File: config.mk
export PLATFORM = sky130hd
export DESIGN_NAME = amp_misc_ctrl_status_regs
export DESIGN_NICKNAME = d
export VERILOG_FILES = /design/src/common/amp_regs_pkg.sv /design/src/hdl/pin_invert.sv /design/src/hdl/amp_misc_ctrl_status_regs.sv
export SDC_FILE = /design/constraint.sdc
export NUM_CORES = 1
export LEC_CHECK = 0
export ABC_AREA = 1
export BUFFER_PORTS_ARGS = -buffer_cell sky130_fd_sc_hd__buf_2
export CORE_ASPECT_RATIO = 1.2
export CORE_MARGIN = 2
export CORE_UTILIZATION = 25
export DETAILED_ROUTE_END_ITERATION = 16
export GPL_ROUTABILITY_DRIVEN = 0
export GPL_TIMING_DRIVEN = 0
export PLACE_DENSITY = 0.49
export SYNTH_ARGS = -nofsm -noshare
export SYNTH_HDL_FRONTEND = slang
export SYNTH_SLANG_ARGS = --single-unit
File: constraint.sdc
create_clock -name clk_sys -period 2.7 [get_ports clk_sys]
set_clock_uncertainty 0.1 [all_clocks]
set_input_delay 0 -clock clk_sys [delete_from_list [all_inputs] [get_ports clk_sys]]
set_output_delay 0 -clock clk_sys [all_outputs]
set_load 0.05 [all_outputs]
File: src/common/amp_regs_pkg.sv
package amp_regs_pkg;
  localparam logic [7:0] OFS_PIN_INV = 8'h66;
  localparam logic [7:0] OFS_IDENT = 8'h67;
  localparam logic [7:0] OFS_PWR_STATE = 8'h68;
  localparam logic [7:0] OFS_MUTE_STAT = 8'h69;
  localparam logic [7:0] OFS_PHASE_CTRL = 8'h6a;
  localparam logic [7:0] OFS_SS_CTRL0 = 8'h6b;
  localparam logic [7:0] RST_REG = 8'h00;
  // Identification value is arbitrary.
  localparam logic [7:0] IDENT_CODE = 8'h5a;
  localparam int INV_MSB = 2;
  localparam int MUTE_RIGHT_BIT = 1;
  localparam int MUTE_LEFT_BIT = 0;
  localparam int PH_SEL_MSB = 3;
  localparam int PH_SEL_LSB = 2;
  localparam int SYNC_SEL_BIT = 1;
  localparam int SYNC_EN_BIT = 0;
  localparam int PRE_DIV_BIT = 5;
  localparam int MANUAL_BIT = 4;
  localparam int RDM_EN_BIT = 1;
  localparam int TRI_EN_BIT = 0;
  localparam logic [2:0] PHASE_STEP_45 = 3'h1;
  typedef enum logic [1:0] {
    PS_DEEP_SLEEP = 2'b00,
    PS_SLEEP = 2'b01,
    PS_HIZ = 2'b10,
    PS_PLAY = 2'b11
  } power_state_t;
endpackage

File: src/hdl/pin_invert.sv
`timescale 1ns/1ns
`default_nettype none
module pin_invert (
  // Clock and control
  input wire logic clk_sys,
  input wire logic srst,
  input wire logic clk_en,
  // Pin data
  input wire logic src_level,
  input wire logic invert,
  output logic pin_out
);
  logic pin_reg;
  logic pin_next;

  // Inversion sits after source selection so every function is affected.
  assign pin_next = src_level ^ invert;

  always_ff @(posedge clk_sys) begin
    if (srst) begin
      pin_reg <= 1'b0;
    end else if (clk_en) begin
      pin_reg <= pin_next;
    end
  end

  assign pin_out = pin_reg;

  AST_INV_APPLIED: assert property (
    @(posedge clk_sys) disable iff (srst)
    $past(clk_en) && !$past(srst) |->
    pin_out == ($past(src_level) ^ $past(invert)))
    else $error("pin level does not follow source xor invert");
endmodule
`default_nettype wire

File: src/hdl/amp_misc_ctrl_status_regs.sv
`timescale 1ns/1ns
`default_nettype none
module amp_misc_ctrl_status_regs (
  // Clock and reset
  input wire logic clk_sys,
  input wire logic srst,
  input wire logic clk_en,
  // Control port register access
  input wire logic reg_wr,
  input wire logic reg_rd,
  input wire logic [7:0] reg_addr,
  input wire logic [7:0] reg_wdata,
  output logic [7:0] reg_rdata,
  // Device state inputs
  input wire logic [1:0] power_state,
  input wire logic right_muted_flag,
  input wire logic left_muted_flag,
  // Pin sources after selection and resulting pin levels
  input wire logic [2:0] pin_src_level,
  output logic [2:0] pin_level,
  // Ramp phase synchronisation
  input wire logic [2:0] sync_pin_async,
  input wire logic [1:0] sync_pin_index,
  input wire logic internal_sync,
  output logic [2:0] ramp_phase_offset,
  output logic phase_sync_pulse,
  // Spread-spectrum controller controls
  output logic ss_manual_mode,
  output logic ss_clk_pll_div2,
  output logic ss_random_en,
  output logic ss_triangle_en
);
  // ------------------------------------------------------------------
  // Registers
  // ------------------------------------------------------------------
  logic [7:0] pin_output_invert_reg;
  logic [7:0] ramp_phase_control_reg;
  logic [7:0] spread_spectrum_control0_reg;
  logic [7:0] rdata_reg;
  logic [7:0] rdata_next;
  logic [2:0] sync_meta_reg;
  logic [2:0] sync_pin_reg;
  logic sync_src_reg;
  logic sync_pulse_reg;

  wire wr_inv = reg_wr && reg_addr == amp_regs_pkg::OFS_PIN_INV;
  wire wr_phase = reg_wr && reg_addr == amp_regs_pkg::OFS_PHASE_CTRL;
  wire wr_ss = reg_wr && reg_addr == amp_regs_pkg::OFS_SS_CTRL0;

  always_ff @(posedge clk_sys) begin
    if (srst) begin
      pin_output_invert_reg <= amp_regs_pkg::RST_REG;
      ramp_phase_control_reg <= amp_regs_pkg::RST_REG;
      spread_spectrum_control0_reg <= amp_regs_pkg::RST_REG;
    end else if (clk_en) begin
      if (wr_inv) begin
        pin_output_invert_reg <= reg_wdata;
      end
      if (wr_phase) begin
        ramp_phase_control_reg <= reg_wdata;
      end
      if (wr_ss) begin
        spread_spectrum_control0_reg <= reg_wdata;
      end
    end
  end

  // ------------------------------------------------------------------
  // Read path
  // ------------------------------------------------------------------
  wire [7:0] mute_word = {6'h00, right_muted_flag, left_muted_flag};
  wire [7:0] state_code = {6'h00, power_state};

  always_comb begin
    case (reg_addr)
      amp_regs_pkg::OFS_PIN_INV: rdata_next = pin_output_invert_reg;
      amp_regs_pkg::OFS_IDENT: rdata_next = amp_regs_pkg::IDENT_CODE;
      amp_regs_pkg::OFS_PWR_STATE: rdata_next = state_code;
      amp_regs_pkg::OFS_MUTE_STAT: rdata_next = mute_word;
      amp_regs_pkg::OFS_PHASE_CTRL: rdata_next = ramp_phase_control_reg;
      amp_regs_pkg::OFS_SS_CTRL0: rdata_next = spread_spectrum_control0_reg;
      default: rdata_next = 8'h00;
    endcase
  end

  always_ff @(posedge clk_sys) begin
    if (srst) begin
      rdata_reg <= 8'h00;
    end else if (clk_en && reg_rd) begin
      rdata_reg <= rdata_next;
    end
  end

  assign reg_rdata = rdata_reg;

  // ------------------------------------------------------------------
  // Pin inversion
  // ------------------------------------------------------------------
  genvar gi;
  generate
    for (gi = 0; gi <= amp_regs_pkg::INV_MSB; gi++) begin : g_inv
      pin_invert u_inv (
        .clk_sys(clk_sys),
        .srst(srst),
        .clk_en(clk_en),
        .src_level(pin_src_level[gi]),
        .invert(pin_output_invert_reg[gi]),
        .pin_out(pin_level[gi])
      );
    end
  endgenerate

  // ------------------------------------------------------------------
  // Ramp phase and synchronisation
  // ------------------------------------------------------------------
  wire [1:0] phase_sel = ramp_phase_control_reg[amp_regs_pkg::PH_SEL_MSB:
                                                amp_regs_pkg::PH_SEL_LSB];
  wire sync_en = ramp_phase_control_reg[amp_regs_pkg::SYNC_EN_BIT];
  wire sync_int = ramp_phase_control_reg[amp_regs_pkg::SYNC_SEL_BIT];

  // Offset expressed in units of 45 degrees.
  assign ramp_phase_offset = 3'(phase_sel) * amp_regs_pkg::PHASE_STEP_45;

  // Pin index 0 means no pin is routed, so the pin source stays idle.
  wire pin_sync = (sync_pin_index == 2'b00) ? 1'b0 :
                  sync_pin_reg[sync_pin_index - 2'b01];
  wire sync_src = sync_int ? internal_sync : pin_sync;

  always_ff @(posedge clk_sys) begin
    if (srst) begin
      sync_meta_reg <= 3'h0;
      sync_pin_reg <= 3'h0;
      sync_src_reg <= 1'b0;
      sync_pulse_reg <= 1'b0;
    end else if (clk_en) begin
      sync_meta_reg <= sync_pin_async;
      sync_pin_reg <= sync_meta_reg;
      sync_src_reg <= sync_src;
      sync_pulse_reg <= sync_en && sync_src && !sync_src_reg;
    end
  end

  assign phase_sync_pulse = sync_pulse_reg;

  // ------------------------------------------------------------------
  // Spread-spectrum controls
  // ------------------------------------------------------------------
  assign ss_manual_mode =
    spread_spectrum_control0_reg[amp_regs_pkg::MANUAL_BIT];
  // The pre-divider only matters in manual mode.
  assign ss_clk_pll_div2 = ss_manual_mode &&
    spread_spectrum_control0_reg[amp_regs_pkg::PRE_DIV_BIT];
  assign ss_random_en =
    spread_spectrum_control0_reg[amp_regs_pkg::RDM_EN_BIT];
  assign ss_triangle_en =
    spread_spectrum_control0_reg[amp_regs_pkg::TRI_EN_BIT];

  // ------------------------------------------------------------------
  // Checks
  // ------------------------------------------------------------------
  AST_PWR_READ: assert property (
    @(posedge clk_sys) disable iff (srst)
    clk_en && reg_rd && reg_addr == amp_regs_pkg::OFS_PWR_STATE |=>
    reg_rdata == {6'h00, $past(power_state)})
    else $error("power state read wrong");
  AST_RIGHT_MUTE: assert property (
    @(posedge clk_sys) disable iff (srst)
    clk_en && reg_rd && reg_addr == amp_regs_pkg::OFS_MUTE_STAT |=>
    reg_rdata[1] == $past(right_muted_flag))
    else $error("right mute bit wrong");
  AST_LEFT_MUTE: assert property (
    @(posedge clk_sys) disable iff (srst)
    clk_en && reg_rd && reg_addr == amp_regs_pkg::OFS_MUTE_STAT |=>
    reg_rdata[0] == $past(left_muted_flag) && reg_rdata[7:2] == 6'h00)
    else $error("left mute bit wrong");
  AST_IDENT_READ: assert property (
    @(posedge clk_sys) disable iff (srst)
    clk_en && reg_rd && reg_addr == amp_regs_pkg::OFS_IDENT |=>
    reg_rdata == amp_regs_pkg::IDENT_CODE)
    else $error("identification read wrong");
  AST_PHASE: assert property (
    @(posedge clk_sys) disable iff (srst)
    clk_en && wr_phase |=> ramp_phase_offset == 3'($past(reg_wdata[3:2])))
    else $error("phase offset wrong");
  // A frozen clock enable holds the pulse, so only enabled cycles count.
  AST_SYNC_OFF: assert property (
    @(posedge clk_sys) disable iff (srst)
    clk_en && !sync_en |=> !phase_sync_pulse)
    else $error("sync pulse while disabled");
  AST_SYNC_ONE: assert property (
    @(posedge clk_sys) disable iff (srst)
    clk_en && phase_sync_pulse |=> !phase_sync_pulse)
    else $error("sync pulse longer than one cycle");
  AST_SYNC_RESET: assert property (
    @(posedge clk_sys) disable iff (srst)
    $past(srst) |-> !sync_en && !phase_sync_pulse)
    else $error("sync enabled after reset");
  AST_SYNC_SRC: assert property (
    @(posedge clk_sys) disable iff (srst)
    clk_en && sync_en && sync_int && internal_sync && !sync_src_reg |=>
    phase_sync_pulse)
    else $error("internal sync not taken");
  AST_PIN_SYNC: assert property (
    @(posedge clk_sys) disable iff (srst)
    clk_en && sync_en && !sync_int && sync_pin_index == 2'b10 &&
    sync_pin_reg[1] && !sync_src_reg |=> phase_sync_pulse)
    else $error("pin sync not taken");
  AST_PREDIV: assert property (
    @(posedge clk_sys) disable iff (srst)
    clk_en && wr_ss |=>
    ss_clk_pll_div2 == ($past(reg_wdata[5]) && $past(reg_wdata[4])))
    else $error("pre-divide select wrong");
  AST_SS_WRITE: assert property (
    @(posedge clk_sys) disable iff (srst)
    clk_en && wr_ss |=> ss_random_en == $past(reg_wdata[1]) &&
    ss_triangle_en == $past(reg_wdata[0]) &&
    ss_manual_mode == $past(reg_wdata[4]))
    else $error("spread control not applied");
  AST_SS_RESET: assert property (
    @(posedge clk_sys) disable iff (srst)
    $past(srst) |-> !ss_random_en && !ss_triangle_en)
    else $error("spread modulation enabled after reset");
  COV_SYNC: cover property (@(posedge clk_sys) phase_sync_pulse);
  COV_PIN_SYNC: cover property (@(posedge clk_sys)
    phase_sync_pulse && !sync_int);
  COV_PLAY: cover property (@(posedge clk_sys)
    power_state == amp_regs_pkg::PS_PLAY);
  COV_DIV2: cover property (@(posedge clk_sys) ss_clk_pll_div2);
endmodule
`default_nettype wire

Word level (Yosys, flattened, before mapping). Cells that the tools add are included.

Register bits after elaboration: 43. Input port bits: 34. Output and inout bits: 19. Word-level logic and storage cells: 39.

Add/subtract/negate cells: 1. $lt $le $gt $ge: 1. Equality and inequality tests: 6. Multiplexer cells: 5. Bitwise logic cells: 3. Reduce and logical (&&, ||, !) cells: 12.

Operators with widths (number): 8-bit by 7-bit equality test with 1-bit output (second input constant) (6); 8-bit one-hot mux with 6 select lines (1); 1-bit logical AND (7); 2-bit AND reduction (3); 2-bit by 3-bit < comparator with 1-bit output (second input constant) (1); 1-bit 2-to-1 mux (3); 1-bit bitwise XOR (3); 1-bit binary-select mux with 2-bit select (1); 2-bit logical NOT (1); 2-bit by 1-bit subtractor with 2-bit output (second input constant) (1); 1-bit logical NOT (1).

Logic depth before layout (Yosys ltp).
Depth after elaboration: 7. Depth in mapped cells: 10. Mapped depth without buffers: 9.

Cells and area by module. From an unflattened synthesis, not the netlist that was laid out.

Cells, all modules: 281. Area, all modules: 2089.5 um^2.

Modules (own cells, without submodules): amp_misc_ctrl_status_regs (times used 1, cells each 251, area an instance 1924.3 um^2, seq. area each 800.8 um^2); pin_invert (times used 3, cells each 10, area an instance 55.1 um^2, seq. area each 20.0 um^2).

Worst setup path after synthesis. OpenSTA, ideal clock, no wires.

Path type: register to register. From: register spread_spectrum_control0_reg[1]. To: register rdata_reg[1] (netlist: reg_rdata[1]). Library setup time: 0.070 ns. Arrival: 1.056 ns. Data required time: 2.530 ns. Slack: 1.474 ns. Cell stages (with the launch flop): 7. Buffers on the path: 0. Clock period less this slack: 1.226 ns. Cells stage by stage: dfxtp_1 inv_1 nor2_1 nor2_1 nand2_1 nand2_1 a21oi_1.

Cells in the longest elaborated chain, start to end: 1.

Ends and longest elaborated chain: start: declaration (line amp_misc_ctrl_status_regs.sv:38) `logic [7:0] spread_spectrum_control0_reg;`; start signal: assignment (line amp_misc_ctrl_status_regs.sv:54) `spread_spectrum_control0_reg <= amp_regs_pkg::RST_REG;`; start signal: assignment (line amp_misc_ctrl_status_regs.sv:63) `spread_spectrum_control0_reg <= reg_wdata;`; 8-bit one-hot mux with 6 select lines (line amp_misc_ctrl_status_regs.sv:75) `case (reg_addr)`; end signal: assignment (line amp_misc_ctrl_status_regs.sv:90) `rdata_reg <= rdata_next;`; end: declaration (line amp_misc_ctrl_status_regs.sv:39) `logic [7:0] rdata_reg;`.

Every way passes these cells. A chain may end at the register's enable or synchronous reset.

==> flow_metrics.env <==
export IMPL_synth_seq_cells=43
export IMPL_dieHeight_um=104.1
export IMPL_status="complete, no violations"
export IMPL_use_met1_pct=16.55
export IMPL_fill_cells=894
export IMPL_layout_cells_non_filler=447
export IMPL_p_per_area_nw_per_um2=450.8
export IMPL_multiInputGateArea_um2=979.7
export IMPL_seqCellArea_um2=860.8
export IMPL_ys_seq_area_share_pct=41.22
export IMPL_grt_start_max_net_pins=13
export IMPL_fin_crit_ns=1.398
export IMPL_cts_htree_levels=2
export IMPL_clkTransAtPathRegs_ns=0.08
export IMPL_wl_per_cell_um=12.89
export IMPL_tns_ns=0
export IMPL_finalSetupViolCount=0
export IMPL_layout_worst_path_cycle_share_pct=51.78
export IMPL_synth_avg_cell_area_um2=7.485
export IMPL_grt_pass1_wl_um=9722
export IMPL_intPower_uw=906.7
export IMPL_cts_root_buf="clkbuf_8"
export IMPL_ioPinCount=53
export IMPL_die_x_um=87.43
export IMPL_cts_resized_gates=0
export IMPL_path_cells="dlygate4sd3_1 -> buf_2 -> inv_1 -> clkbuf_1 -> o21ai_0 -> a21oi_1"
export IMPL_grt_busiest_layer="met2"
export IMPL_slowest_stage="dlygate4sd3_1"
export IMPL_track_usage_pct=13.59
export IMPL_synth_warnings=0
export IMPL_cp_top_family="buffers and inverters"
export IMPL_cts_max_path_buffers=2
export IMPL_swShare_pct=25.51
export IMPL_path_max_fanout=10
export IMPL_first_pass_iters=4
export IMPL_cts_sinks=43
export IMPL_cp_start_kind="input pin"
export IMPL_synthAdderAreaFrac_pct=0.5992
export IMPL_ant_nets=0
export IMPL_synth_xor_area_share_pct=1.258
export IMPL_p_comb_share_pct=12.6
export IMPL_leakagePower_uw=0.001315
export IMPL_vias=1973
export IMPL_grt_pass1_vias=2040
export IMPL_synth_nets=314
export IMPL_grt_antenna_before_repair=0
export IMPL_diodes=0
export IMPL_overflow=0
export IMPL_synth_compound_area_share_pct=19.89
export IMPL_rows=36
export IMPL_die_area_um2=9103
export IMPL_p_sw_uw=310.6
export IMPL_power_frac_seq_pct=53.3
export IMPL_cts_buffers=5
export IMPL_required_ns=2.83
export IMPL_netlist_area_um2=2088
export IMPL_wl_um=5760
export IMPL_syn_to_final_growth_pct=29.30
export IMPL_cp_slowest_stage_delay_ns=0.54
export IMPL_grt_setup_unrepaired="false"
export IMPL_clk_latency_ns=0.29
export IMPL_hold_slack_ns=0.01134
export IMPL_finalHoldViolations=0
export IMPL_synth_simple_area_share_pct=24.99
export IMPL_port_buffers=51
export IMPL_criticalPathCategory="in -> reg"
export IMPL_nNetsFinal=387
export IMPL_clock_power_share_pct=34.2
export IMPL_drc=0
export IMPL_max_freq_ghz=0.7153
export IMPL_vdd_drop_max_v=0.0001749
export IMPL_hold_class="in -> reg"
export IMPL_relSlewSlack_pct=64.55
export IMPL_postSynthCellCount=279
export IMPL_cts_tree="done"
export IMPL_drive_gt1_share_pct=26.14
export IMPL_synth_top_family_by_area="simple AND/OR/NAND/NOR gates"
export IMPL_post_route_util_pct=33.30
export IMPL_muxShareOfSynthArea_pct=0
export IMPL_grt_util_met3_pct=2.302
export IMPL_final_max_slew_viol_count=0
export IMPL_coreArea_um2=8108
export IMPL_maxCapViolations=0
export IMPL_grt_util_met2_pct=23.76
export IMPL_worst_slew_pin_slew_ns=0.5317
export IMPL_path_buf_inv=4
export IMPL_dp_cells=425
export IMPL_via_per_inst=4.414
export IMPL_hpwl_um=4238
export IMPL_worst_ep_arrival_time_ns=1.52
export IMPL_ys_types=26
export IMPL_start_util_pct=25.76
export IMPL_first_iter_violations=66
export IMPL_endpoint_kind="flip-flop"
==> final timing paths <==
path         cells after the start  slack, ns                            start                               to
max                              6       1.30                             srst  spread_spectrum_control0_reg[0]
min                              5       0.01                    internal_sync                     sync_src_reg
max reg2reg                      6       1.67                  sync_pin_reg[2]                 phase_sync_pulse
min reg2reg                      2       0.36  spread_spectrum_control0_reg[3]  spread_spectrum_control0_reg[3]
==> cell usage in the layout, fill, tap and decap left out, types with 7 or more instances in the layout <==
master,instances
a21oi_1,31
inv_1,33
o21ai_0,27
nand3_1,21
dlygate4sd3_1,15
buf_4,7
buf_2,54
o21ai_1,12
nor2_1,29
nand2_1,35
dfxtp_1,43
==> kinds of logic after synthesis <==
| logic type | after synthesis |
|---|---|
| simple gates | 101 |
| compound gates | 78 |
| buf+inv | 52 |
| flops | 43 |
| xor+xnor | 3 |
| fa+ha+maj | 1 |
| other cells | 1 |
==> synthesized netlist by cell type <==
| cell type | n | share of area, % |
|---|---|---|
| dfxtp_1 | 43 | 41 |
| nand2_1 | 35 | 6.3 |
| inv_1 | 33 | 5.9 |
| a21oi_1 | 31 | 7.4 |
| nor2_1 | 29 | 5.2 |
| o21ai_0 | 27 | 6.5 |
| nand3_1 | 21 | 5.0 |
| o21ai_1 | 12 | 2.9 |
| buf_4 | 7 | 2.5 |
| nand2_2 | 6 | 1.8 |
| a21oi_2 | 4 | 1.7 |
| clkbuf_1 | 4 | 0.72 |
| nor2_8 | 4 | 3.8 |
| buf_2 | 3 | 0.72 |
| buf_6 | 3 | 1.6 |
| o211ai_1 | 3 | 1.1 |
| xor2_1 | 3 | 1.3 |
| inv_2 | 2 | 0.36 |
| nand2_4 | 2 | 1.1 |
| conb_1 | 1 | 0.18 |
| ha_1 | 1 | 0.60 |
| nand4_1 | 1 | 0.30 |
| nand4_2 | 1 | 0.60 |
| nor2_2 | 1 | 0.30 |
| nor2_4 | 1 | 0.54 |
| o21bai_1 | 1 | 0.36 |
==> power groups by stage <==
stage	sequential (uW)	combinational (uW)	clock (uW)
floorplan	663	86.0	0
global placement	664	136	0
detailed placement	664	138	0
CTS	649	155	435
global route	650	171	459
finish	648	153	416
==> tightest hold or removal path, cell delays in order <==
cell and delay, ns:
buf_2 0.10, nor2_1 0.09, nor2_1 0.06, nand2_1 0.06, a21oi_1 0.05
==> per-layer routing <==
metal	part of all wire, %	up-vias
met3	2.7	6
met4	1.5	0
met2	50	31
met1	45	892
li1	-	1044
met5	0	-
==> cell type report <==
class | count | area share (%)
Sequential cell | 43 | 31.88
Multi-Input combinational cell | 184 | 36.28
Timing Repair Buffer | 66 | 15.01
Clock inverter | 1 | 0.1854
Tap cell | 95 | 4.402
Buffer | 17 | 4.310
Clock buffer | 6 | 3.058
Inverter | 35 | 4.866
==> stage by stage <==
stage          instance area (um^2)  power, uW  worst slack, ns
5_1_grt                        2700       1280            1.180
2_1_floorplan                  2088      748.8            1.474
6_report                       2700       1217            1.302
3_3_place_gp                   2462      799.6            1.342
4_1_cts                        2700       1239            1.277
3_5_place_dp                   2462      801.6            1.329
==> timing repair <==
action,4_1_cts,5_1_grt
hold endpoints to repair,30,0
hold buffers,15,0
buffers inserted,0,0
Note: power is estimated with default switching activity, not from simulation.
